==> config.mk <==
export PLATFORM = sky130hd
export DESIGN_NAME = icd_top
export DESIGN_NICKNAME = d
export VERILOG_FILES = /design/src/core/icd_pkg.sv /design/src/core/icd_flag_bit.sv /design/src/core/icd_rise_det.sv /design/src/core/icd_top.sv
export VERILOG_INCLUDE_DIRS = /design/src /design/src/core
export SDC_FILE = /design/constraint.sdc
export NUM_CORES = 1
export LEC_CHECK = 0
export BUFFER_PORTS_ARGS = -buffer_cell sky130_fd_sc_hd__buf_2
export CAP_MARGIN = 20
export CORE_ASPECT_RATIO = 1.4
export CORE_MARGIN = 5
export CORE_UTILIZATION = 46
export CTS_BUF_LIST = sky130_fd_sc_hd__clkbuf_8
export CTS_CLUSTER_SIZE = 8
export DETAILED_ROUTE_END_ITERATION = 12
export MAX_ROUTING_LAYER = met4
export PLACE_DENSITY = 0.85
export SYNTH_ARGS = -nofsm -noshare
export SYNTH_HDL_FRONTEND = slang
export SYNTH_SLANG_ARGS = --single-unit
==> constraint.sdc <==
create_clock -name pclk -period 1.6 [get_ports pclk]
set_input_delay 0 -clock pclk [delete_from_list [all_inputs] [get_ports pclk]]
set_output_delay 0 -clock pclk [all_outputs]
set_load 0.02 [all_outputs]
==> src/core/icd_regs.svh <==
// register indices, field positions, reset values and behaviour summary
// How it works
// - eight-bit read/write event mask at index 0x08
// - current limit flag passes only when unmasked
// - thermal shutdown flag passes only when unmasked
// - high temperature flag passes only when unmasked
// - temperature shutdown flag gated; one means unmasked
// - detection control at 0x09, bits five four one
// - source select picks pin or software suspend
// - software suspend low forces standby, zero current
// - bus supply rising edge restores detection control
// - contact detect timeout sets its event flag
// - entering high temperature range sets flag
`ifndef ICD_REGS_SVH
`define ICD_REGS_SVH

// register indices; byte address is four times the index
`define ICD_IDX_FLAGS      6'h06
`define ICD_IDX_MASK       6'h08
`define ICD_IDX_CTRL       6'h09

// event bit positions, shared by flags and mask
`define ICD_POS_VLIM       7
`define ICD_POS_DCD_TMO    6
`define ICD_POS_ILIM       5
`define ICD_POS_THRM_SD    4
`define ICD_POS_BUS_GOOD   3
`define ICD_POS_TEMP_ZONE  2
`define ICD_POS_HIGH_TEMP  1
`define ICD_POS_TEMP_SD    0

// detection control field positions
`define ICD_POS_SOFT_SUSP  5
`define ICD_POS_SRC_SEL    4
`define ICD_POS_DCD_EN     1

// reset values and writable bits
`define ICD_MASK_RST       8'h00
`define ICD_FLAGS_RST      1'b0
`define ICD_CTRL_RST       8'h20
`define ICD_CTRL_WMASK     8'h32

`endif

==> src/core/icd_pkg.sv <==
// types shared by the event mask and detection control logic
package icd_pkg;

   // event vector, bit 7 first
   typedef struct packed {
      logic voltage_limit_event;
      logic contact_timeout_event;
      logic current_limit_event;
      logic thermal_shutdown_event;
      logic bus_good_event;
      logic temp_zone_change_event;
      logic high_temp_event;
      logic temp_shutdown_event;
   } icd_evt_s;

   // detection control register layout
   typedef struct packed {
      logic [1:0] rsvd_hi;
      logic       soft_suspend_n;
      logic       suspend_source_select;
      logic [1:0] rsvd_mid;
      logic       contact_detect_enable;
      logic       rsvd_lo;
   } icd_ctrl_s;

endpackage : icd_pkg

==> src/core/icd_flag_bit.sv <==
// sticky event flag, set wins over write-one-to-clear
`timescale 1ns/1ps
`include "icd_regs.svh"
module icd_flag_bit (
   // clock and reset
   input  wire logic pclk,
   input  wire logic presetn,
   // set and clear
   input  wire logic set,
   input  wire logic clr,
   output logic      q
);

   always_ff @(posedge pclk or negedge presetn) begin
      if (!presetn) begin
         q <= `ICD_FLAGS_RST;
      end else if (set) begin
         q <= 1'b1;
      end else if (clr) begin
         q <= 1'b0;
      end
   end

endmodule : icd_flag_bit

==> src/core/icd_rise_det.sv <==
// rising edge detector for a synchronous level
`timescale 1ns/1ps
module icd_rise_det (
   // clock and reset
   input  wire logic pclk,
   input  wire logic presetn,
   // level in, one-cycle pulse out
   input  wire logic level,
   output logic      rise
);

   logic prev_r;

   always_ff @(posedge pclk or negedge presetn) begin
      if (!presetn) begin
         prev_r <= 1'b0;
      end else begin
         prev_r <= level;
      end
   end

   assign rise = level & ~prev_r;

endmodule : icd_rise_det

==> src/core/icd_top.sv <==
// event mask, event flags and charger detection control behind apb
//
// Design decision made here: the APB register port.
`timescale 1ns/1ps
`include "icd_regs.svh"
module icd_top
   import icd_pkg::*;
(
   // clock and reset
   input  wire logic        pclk,
   input  wire logic        presetn,
   // apb slave
   input  wire logic        psel,
   input  wire logic        penable,
   input  wire logic        pwrite,
   input  wire logic [7:0]  paddr,
   input  wire logic [31:0] pwdata,
   input  wire logic [3:0]  pstrb,
   output logic      [31:0] prdata,
   output logic             pready,
   output logic             pslverr,
   // event sources
   input  wire icd_evt_s    evt,
   input  wire logic        temp_high_range,
   // supply and suspend pin
   input  wire logic        bus_supply_input,
   input  wire logic        suspend_input_pin,
   // control outputs
   output logic             force_suspend,
   output logic             contact_detect_en,
   output logic             irq
);

   logic [7:0] mask_r;
   icd_ctrl_s  ctrl_r;
   icd_ctrl_s  ctrl_nxt;
   logic [7:0] flags;
   logic [7:0] set_vec;
   logic [7:0] clr_vec;
   logic [7:0] wdata8;
   logic [7:0] rd_nxt;
   logic [5:0] idx;
   logic       setup;
   logic       access_done;
   logic       wr;
   logic       aligned;
   logic       hit_flags;
   logic       hit_mask;
   logic       hit_ctrl;
   logic       mapped;
   logic       bus_rise;
   logic       temp_high_rise;
   logic       susp_nxt;

   // apb decode
   assign setup       = psel & ~penable;
   assign access_done = psel & penable & pready;
   assign idx         = paddr[7:2];
   assign aligned     = (paddr[1:0] == 2'h0);
   assign hit_flags   = aligned & (idx == `ICD_IDX_FLAGS);
   assign hit_mask    = aligned & (idx == `ICD_IDX_MASK);
   assign hit_ctrl    = aligned & (idx == `ICD_IDX_CTRL);
   assign mapped      = hit_flags | hit_mask | hit_ctrl;
   assign wr          = access_done & pwrite & pstrb[0] & mapped;
   assign wdata8      = pwdata[7:0];

   // zero-wait answer: pready rises in the first access cycle
   always_ff @(posedge pclk or negedge presetn) begin
      if (!presetn) begin
         pready <= 1'b0;
      end else begin
         pready <= setup;
      end
   end

   always_ff @(posedge pclk or negedge presetn) begin
      if (!presetn) begin
         pslverr <= 1'b0;
      end else begin
         pslverr <= setup & ~mapped;
      end
   end

   // read mux, captured in the setup cycle
   always_comb begin
      rd_nxt = 8'h00;
      if (hit_flags) begin
         rd_nxt = flags;
      end else if (hit_mask) begin
         rd_nxt = mask_r;
      end else if (hit_ctrl) begin
         rd_nxt = ctrl_r & `ICD_CTRL_WMASK;
      end
   end

   always_ff @(posedge pclk or negedge presetn) begin
      if (!presetn) begin
         prdata <= 32'h0000_0000;
      end else if (setup && !pwrite) begin
         prdata <= {24'h00_0000, rd_nxt};
      end else if (access_done) begin
         prdata <= 32'h0000_0000;
      end
   end

   // event mask register
   always_ff @(posedge pclk or negedge presetn) begin
      if (!presetn) begin
         mask_r <= `ICD_MASK_RST;
      end else if (wr && hit_mask) begin
         mask_r <= wdata8;
      end
   end

   // supply rising edge and high temperature entry
   icd_rise_det u_bus_rise (
      .pclk    (pclk),
      .presetn (presetn),
      .level   (bus_supply_input),
      .rise    (bus_rise)
   );

   icd_rise_det u_temp_rise (
      .pclk    (pclk),
      .presetn (presetn),
      .level   (temp_high_range),
      .rise    (temp_high_rise)
   );

   // detection control; supply edge wins over a write
   always_comb begin
      ctrl_nxt = ctrl_r;
      if (bus_rise) begin
         ctrl_nxt = `ICD_CTRL_RST;
      end else if (wr && hit_ctrl) begin
         ctrl_nxt = wdata8 & `ICD_CTRL_WMASK;
      end
   end

   always_ff @(posedge pclk or negedge presetn) begin
      if (!presetn) begin
         ctrl_r <= `ICD_CTRL_RST;
      end else begin
         ctrl_r <= ctrl_nxt;
      end
   end

   // sticky flags; masked events are still recorded
   always_comb begin
      set_vec = evt;
      set_vec[`ICD_POS_HIGH_TEMP] = evt.high_temp_event
                                  | temp_high_rise;
      clr_vec = (wr && hit_flags) ? wdata8 : 8'h00;
   end

   genvar gi;
   generate
      for (gi = 0; gi < 8; gi++) begin : g_flag
         icd_flag_bit u_flag (
            .pclk    (pclk),
            .presetn (presetn),
            .set     (set_vec[gi]),
            .clr     (clr_vec[gi]),
            .q       (flags[gi])
         );
      end
   endgenerate

   // interrupt: any flag with its mask bit at one
   always_ff @(posedge pclk or negedge presetn) begin
      if (!presetn) begin
         irq <= 1'b0;
      end else begin
         irq <= |(flags & mask_r);
      end
   end

   // force suspend source: pin or software bit
   always_comb begin
      if (ctrl_r.suspend_source_select) begin
         susp_nxt = ~ctrl_r.soft_suspend_n;
      end else begin
         susp_nxt = suspend_input_pin;
      end
   end

   always_ff @(posedge pclk or negedge presetn) begin
      if (!presetn) begin
         force_suspend <= 1'b0;
      end else begin
         force_suspend <= susp_nxt;
      end
   end

   always_ff @(posedge pclk or negedge presetn) begin
      if (!presetn) begin
         contact_detect_en <= 1'b0;
      end else begin
         contact_detect_en <= ctrl_r.contact_detect_enable;
      end
   end
endmodule : icd_top

==> results of run 1 <==
[state kept, by name, summed over array words and instances (netlist names)]
signal,cells
g_flag.u_flag.q,8
mask_r,8
prdata,8
ctrl_r,3
contact_detect_en,1
force_suspend,1
irq,1
pready,1
pslverr,1
u_bus_rise.prev_r,1
u_temp_rise.prev_r,1
[logic make-up (layout without fill, tap and decap cells)]
group | count (synthesis) | after routing
AND/OR/NAND/NOR | 38 | 38
other | 1 | 24
multiplexers | 15 | 15
buffers and inverters | 47 | 103
flip-flops | 34 | 34
AO/OA/AOI/OAI | 30 | 30
[area by class of cell]
class,count,share of cell area
inverters,22,0.0361
well taps,42,0.0230
flip-flops and latches,34,0.372
clock inverters,2,0.00547
repair buffers,73,0.213
clock buffers,6,0.0361
multi-input cells,107,0.314
[synth_stat cells, drive strengths merged]
cell and number:
conb 1, nand4bb 1, o21ai 1, o22ai 1, a221oi 1, o2bb2ai 2
nor4 4, nand3b 1, or3 1, clkbuf 1, or4 1, nand2b 1
buf 24, o221ai 5, nor2 10, a21oi 1, nand3 3, a31oi 7
o31ai 5, nand2 6, or3b 1, a32o 1, mux2i 5, inv 22
nor3b 2, dfrtp 33, mux2 10, nor3 1, dfstp 1, nor2b 3
nand4b 1, nand4 1, nor4bb 1, a22oi 6
[worst reg2reg max path, delay by kind of cell (launching register included)]
| family | cells | cell delay, ns |
|---|---|---|
| multiplexers | 1 | 0.35 |
| buffers and inverters | 1 | 0.21 |
| AND/OR/NAND/NOR | 2 | 0.28 |
| flip-flops | 1 | 0.42 |
[per-stage QoR]
step	setup WS, ns	power (mW)	utilization	cells	setup TNS (ns)
floorplan	0.0482	1.03	-	188	0
global placement	0.00876	1.07	0.539	257	0
detailed placement	-0.0162	1.07	0.539	257	-0.0975
CTS	0.0912	1.76	0.623	286	0
global route	0.0125	1.83	0.623	286	0
finish	0.109	1.76	0.623	286	0
[worst max-delay path by stage]
stage,from,to,slack (ns)
6_report,penable,mask_r[6]$_DFFE_PN0P_,0.11
5_1_grt,penable,prdata[0]$_DFFE_PN0P_,0.01
4_1_cts,penable,mask_r[6]$_DFFE_PN0P_,0.09
3_5_place_dp,paddr[1],mask_r[2]$_DFFE_PN0P_,-0.02
3_3_place_gp,paddr[1],mask_r[6]$_DFFE_PN0P_,0.009
2_1_floorplan,paddr[1],mask_r[0]$_DFFE_PN0P_,0.05
[per-layer routing]
| metal | wire length [um] | up-vias | track usage | share of wire |
|---|---|---|---|---|
| li1 | - | 692 | - | - |
| met1 | 1610 | 708 | 0.177 | 0.38 |
| met2 | 2250 | 52 | 0.297 | 0.54 |
| met3 | 256 | 6 | 0.0459 | 0.061 |
| met4 | 79 | 0 | 0.0710 | 0.019 |
| met5 | 0 | - | - | 0 |
[power groups by stage]
stage | combinational (mW) | sequential (mW) | clock (mW)
2_1_floorplan | 0.140 | 0.894 | 0
3_3_place_gp | 0.182 | 0.887 | 0
3_5_place_dp | 0.187 | 0.887 | 0
4_1_cts | 0.228 | 0.871 | 0.663
5_1_grt | 0.252 | 0.871 | 0.711
6_report | 0.230 | 0.871 | 0.654
==> flow_summary.json, run 1 <==
{
  "post-route-period-util": 0.932,
  "switching_power_mw": 0.453,
  "synthToLayoutAreaGrowth_pct": 30.7,
  "cp_data_arrival_time_ns": 1.66,
  "nets": 303,
  "rrSetupSlack_ns": 0.22,
  "die_w_um": 62.1,
  "routed-via-count": 1458,
  "routed_wl_um": 4190,
  "yosys.area_share.simple": 0.139,
  "vias_per_cell": 5.10,
  "register_area_um2": 852,
  "synth_compound_area_frac": 0.127,
  "r2r-end": "mask_r[6]$_DFFE_PN0P_",
  "final_cell_area_um2": 2290,
  "grt_pass1_vias": 1464,
  "die_area_um2": 5160,
  "p_leak_nw": 1.16,
  "clock-sinks": 34,
  "yosys-top-cells-area": "dfrtp_1 47%, buf_4 10%, mux2_2 6.4%, inv_1 4.7%, mux2i_1 2.9%",
  "cap_violations": 0,
  "critPathMaxFanout": 8,
  "synth-xor-area-share": 0,
  "critPathTopFamily": "buffers and inverters",
  "crit_type": "in -> reg",
  "grt_overflow_total": 0,
  "pwr-share-seq": 0.496,
  "io_buffers": 45,
  "hold_ws_ns": 0.0786,
  "cts_root_buf": "clkbuf_8",
  "io_pins": 97,
  "p_comb_frac": 0.131,
  "slew_headroom": 0.504,
  "htree_levels": 2,
  "ff2ff_path_depth": 4,
  "end_kind": "flop",
  "grt_max_degree": 35,
  "synth.cell_area_um2": 1750,
  "place_hpwl_um": 2940,
  "clk_path_buf_depth": 2,
  "path_depth": 6,
  "yosys-mux-area-fraction": 0.0929,
  "ys_seq_area_frac": 0.487,
  "first_pass_iters": 4,
  "min_period_ns": 1.49,
  "ys_ff_latch": 34,
  "hold_viol": 0,
  "status": "finished, final reports clean",
  "yosysTopAreaCellShare": 0.472,
  "postCtsSetupBuffers": 0,
  "grt_antenna_before_repair": 0,
  "clk_pin_slew_ns": 0.08,
  "syn_avg_cell_area_um2": 10.6,
  "drc": 0,
  "grt_pass1_wl_um": 6860,
  "p_int_mw": 1.30,
  "cp_slowest_cell": "dlygate4sd3_1",
  "ir_drop_mv": 0.696,
  "min_path_type": "in -> reg",
  "skew_ns": 0.0118,
  "cts_hold_buf": 21,
  "insertion_delay_ns": 0.29,
  "swShare": 0.258,
  "final_cell_mix": "45 x buf_2, 33 x dfrtp_1, 24 x conb_1, 22 x inv_1, 21 x dlygate4sd3_1",
  "ys_warn_count": 0,
  "worstHoldStart": "psel",
  "cts-resized-gates": 0,
  "grt.total_usage": 0.170,
  "hold_end": "pready$_DFF_PN0_",
  "cp-start-kind": "input port",
  "drive_gt1_frac": 0.311,
  "slowest_delay_ns": 0.52,
  "cp_cell_sequence": "dlygate4sd3_1, buf_2, nand3_1, nor4_4, buf_4, mux2_2",
  "synthAdderAreaFrac": 0,
  "fmax_mhz": 671,
  "setup_violations": 0,
  "row_count": 26,
  "layout_commonest_cell": "buf_2",
  "tightest_slew_ns": 0.744,
  "drt_iter0_markers": 48,
  "synthDistinctLibCells": 36,
  "post_dp_cell_area_um2": 1980,
  "synth_top_family_by_area": "buffers and inverters",
  "pwr-share-clk": 0.373,
  "wire_per_inst_um": 14.7,
  "ant_nets": 0,
  "fillCellCount": 301,
  "synth_largest_area_cell": "dfrtp_1",
  "required_ns": 1.76,
  "num_antenna_cells": 0,
  "p_per_area_nw_per_um2": 767,
  "core_um2": 3680,
  "min_path_cells": 3,
  "cts_tree": "yes",
  "grt_setup_unrepaired": "no",
  "slew_violations": 0,
  "multi_input_area_um2": 718,
  "path_buf_inv": 3,
  "r2r-start": "pready$_DFF_PN0_",
  "netlist_instances": 165,
  "cts_made_buffers": 5,
  "place.gp.congestion": 0.764,
  "start_util": 0.476,
  "die_h_um": 83.0
}
Power figures use the tool's default switching activity.
==> run 2: changes to the inputs <==
--- a/config.mk
+++ b/config.mk
@@ -7,15 +7,14 @@
 export NUM_CORES = 1
 export LEC_CHECK = 0
 export BUFFER_PORTS_ARGS = -buffer_cell sky130_fd_sc_hd__buf_2
-export CAP_MARGIN = 20
 export CORE_ASPECT_RATIO = 1.4
 export CORE_MARGIN = 5
-export CORE_UTILIZATION = 46
-export CTS_BUF_LIST = sky130_fd_sc_hd__clkbuf_8
+export CORE_UTILIZATION = 44
 export CTS_CLUSTER_SIZE = 8
 export DETAILED_ROUTE_END_ITERATION = 12
+export HOLD_SLACK_MARGIN = 0.15
 export MAX_ROUTING_LAYER = met4
-export PLACE_DENSITY = 0.85
+export PLACE_DENSITY = 0.81
 export SYNTH_ARGS = -nofsm -noshare
 export SYNTH_HDL_FRONTEND = slang
 export SYNTH_SLANG_ARGS = --single-unit
==> flow_summary.json, run 2 (synthesis results as in run 1) <==
{
  "p_comb_frac": 0.136,
  "drt_iter0_markers": 45,
  "cts_tree": "yes",
  "routed.top_layer": "met4",
  "wirelength_met1_um": 1470,
  "min_path_type": "in -> reg",
  "required_ns": 1.76,
  "fmax_mhz": 659,
  "hold_viol": 0,
  "cp-start-kind": "input port",
  "htree_levels": 2,
  "insertion_delay_ns": 0.28,
  "cts_root_buf": "clkbuf_8",
  "cap_violations": 0,
  "grt_pass1_vias": 1527,
  "io_pins": 97,
  "routed-via-count": 1474,
  "switching_power_mw": 0.429,
  "place_ws_ns": -0.0351,
  "pwr-share-clk": 0.363,
  "wire_per_inst_um": 14.1,
  "io_buffers": 45,
  "wl_met3_um": 329,
  "die_w_um": 63.3,
  "crit_type": "in -> reg",
  "clock-sinks": 34,
  "layout_commonest_cell": "buf_2",
  "place_hpwl_um": 3040,
  "grt_antenna_before_repair": 0,
  "nets": 307,
  "skew_ns": 0.00507,
  "grt_max_degree": 35,
  "swShare": 0.247,
  "drc": 0,
  "grt_setup_unrepaired": "no",
  "power.total_mw": 1.74,
  "first_pass_iters": 4,
  "row_count": 27,
  "routed_wl_um": 4100,
  "worst_slack_ns": 0.0822,
  "p_leak_nw": 1.18,
  "status": "finished, final reports clean",
  "clk_pin_slew_ns": 0.06,
  "grt_overflow_total": 0,
  "ir_drop_mv": 0.686,
  "cts_made_buffers": 5,
  "core_um2": 3880,
  "place_inst": 258,
  "grt.total_usage": 0.164,
  "hold_ws_ns": 0.178,
  "die_area_um2": 5360,
  "synthToLayoutAreaGrowth_pct": 32.9,
  "top_regs": "g_flag.u_flag.q x8, mask_r x8, prdata x8",
  "stdcell_count": 291,
  "min_period_ns": 1.52,
  "slew_violations": 0,
  "p_per_area_nw_per_um2": 748,
  "slew_headroom": 0.503,
  "clk_path_buf_depth": 2,
  "post-route-period-util": 0.949,
  "vias_per_cell": 5.07,
  "drive_gt1_frac": 0.302,
  "tightest_slew_ns": 0.745,
  "final_cell_mix": "45 x buf_2, 33 x dfrtp_1, 25 x dlygate4sd3_1, 24 x conb_1, 22 x inv_1",
  "critPathMaxFanout": 8,
  "ant_nets": 0,
  "fillCellCount": 316,
  "start_util": 0.451,
  "setup_violations": 0,
  "pwr-share-seq": 0.501,
  "die_h_um": 84.6,
  "place.gp.congestion": 0.762,
  "grt_pass1_wl_um": 6780,
  "cp_data_arrival_time_ns": 1.68,
  "end_kind": "flop",
  "num_antenna_cells": 0,
  "p_int_mw": 1.31,
  "routed-wl-met2_um": 2190
}
-- run 2: cell types whose count changed in the layout (fill, tap and decap cells not counted) --
| cell | before | now |
|---|---|---|
| dlygate4sd3_1 | 21 | 25 |
| clkbuf_1 | 0 | 1 |
| clkinvlp_4 | 1 | 0 |
-- run 2: path summary, 6_finish.rpt --
| kind | start | to | slack (ns) | depth (start not counted) |
|---|---|---|---|---|
| worst max-delay path | penable | mask_r[5]$_DFFE_PN0P_ | 0.08 | 6 |
| worst min-delay path | paddr[3] | prdata[4]$_DFFE_PN0P_ | 0.18 | 4 |
| worst max register to register | g_flag[1].u_flag.q$_DFFE_PN0P_ | g_flag[1].u_flag.q$_DFFE_PN0P_ | 0.18 | 3 |
| worst min register to register | ctrl_r[1]$_DFFE_PN0P_ | contact_detect_en$_DFF_PN0_ | 0.42 | 0 |
| max in group asynchronous | presetn | g_flag[2].u_flag.q$_DFFE_PN0P_ | 0.78 | 2 |
| min in group asynchronous | presetn | g_flag[4].u_flag.q$_DFFE_PN0P_ | 0.34 | 2 |
-- run 2: final cells by class --
| cell class | count | area [um2] | area share |
|---|---|---|---|
| multi-input combinational | 107 | 718 | 0.309 |
| timing repair buffer | 77 | 528 | 0.227 |
| clock buffer | 7 | 86.3 | 0.0371 |
| sequential | 34 | 852 | 0.366 |
| inverter | 22 | 82.6 | 0.0355 |
| clock inverter | 1 | 5.00 | 0.00215 |
| tap | 43 | 53.8 | 0.0231 |
-- run 2: stage by stage --
step | setup TNS, ns | util | cell area, um2
after floorplan | 0 | - | 1840
after global placement | 0 | 0.511 | 1980
after detailed placement | -0.242 | 0.511 | 1980
after CTS | 0 | 0.599 | 2330
after global routing | 0 | 0.599 | 2330
final | 0 | 0.599 | 2330
-- run 2: what timing repair did --
action                                 CTS  global route
resized for setup                        0             0
endpoints found under the hold margin   59             0
hold buffers                            25             0
setup buffers                            0             0
-- run 2: worst max-delay path: stages --
cell and delay (ns):
dlygate4sd3_1 0.52, buf_2 0.15, nand3_1 0.19, nor4_4 0.26, buf_4 0.22, mux2_2 0.34
-- run 2: power by group through the flow --
stage | Combinational [mW] | Sequential, mW | Clock [mW]
2_1_floorplan | 0.140 | 0.894 | 0
3_3_place_gp | 0.183 | 0.887 | 0
3_5_place_dp | 0.187 | 0.887 | 0
4_1_cts | 0.234 | 0.871 | 0.646
5_1_grt | 0.261 | 0.872 | 0.682
6_report | 0.237 | 0.872 | 0.631
-- run 2: routing by layer --
layer | global-route usage | vias up
met3 | 0.0522 | 11
li1 | - | 704
met5 | - | -
met2 | 0.283 | 63
met1 | 0.168 | 696
met4 | 0.0699 | 0
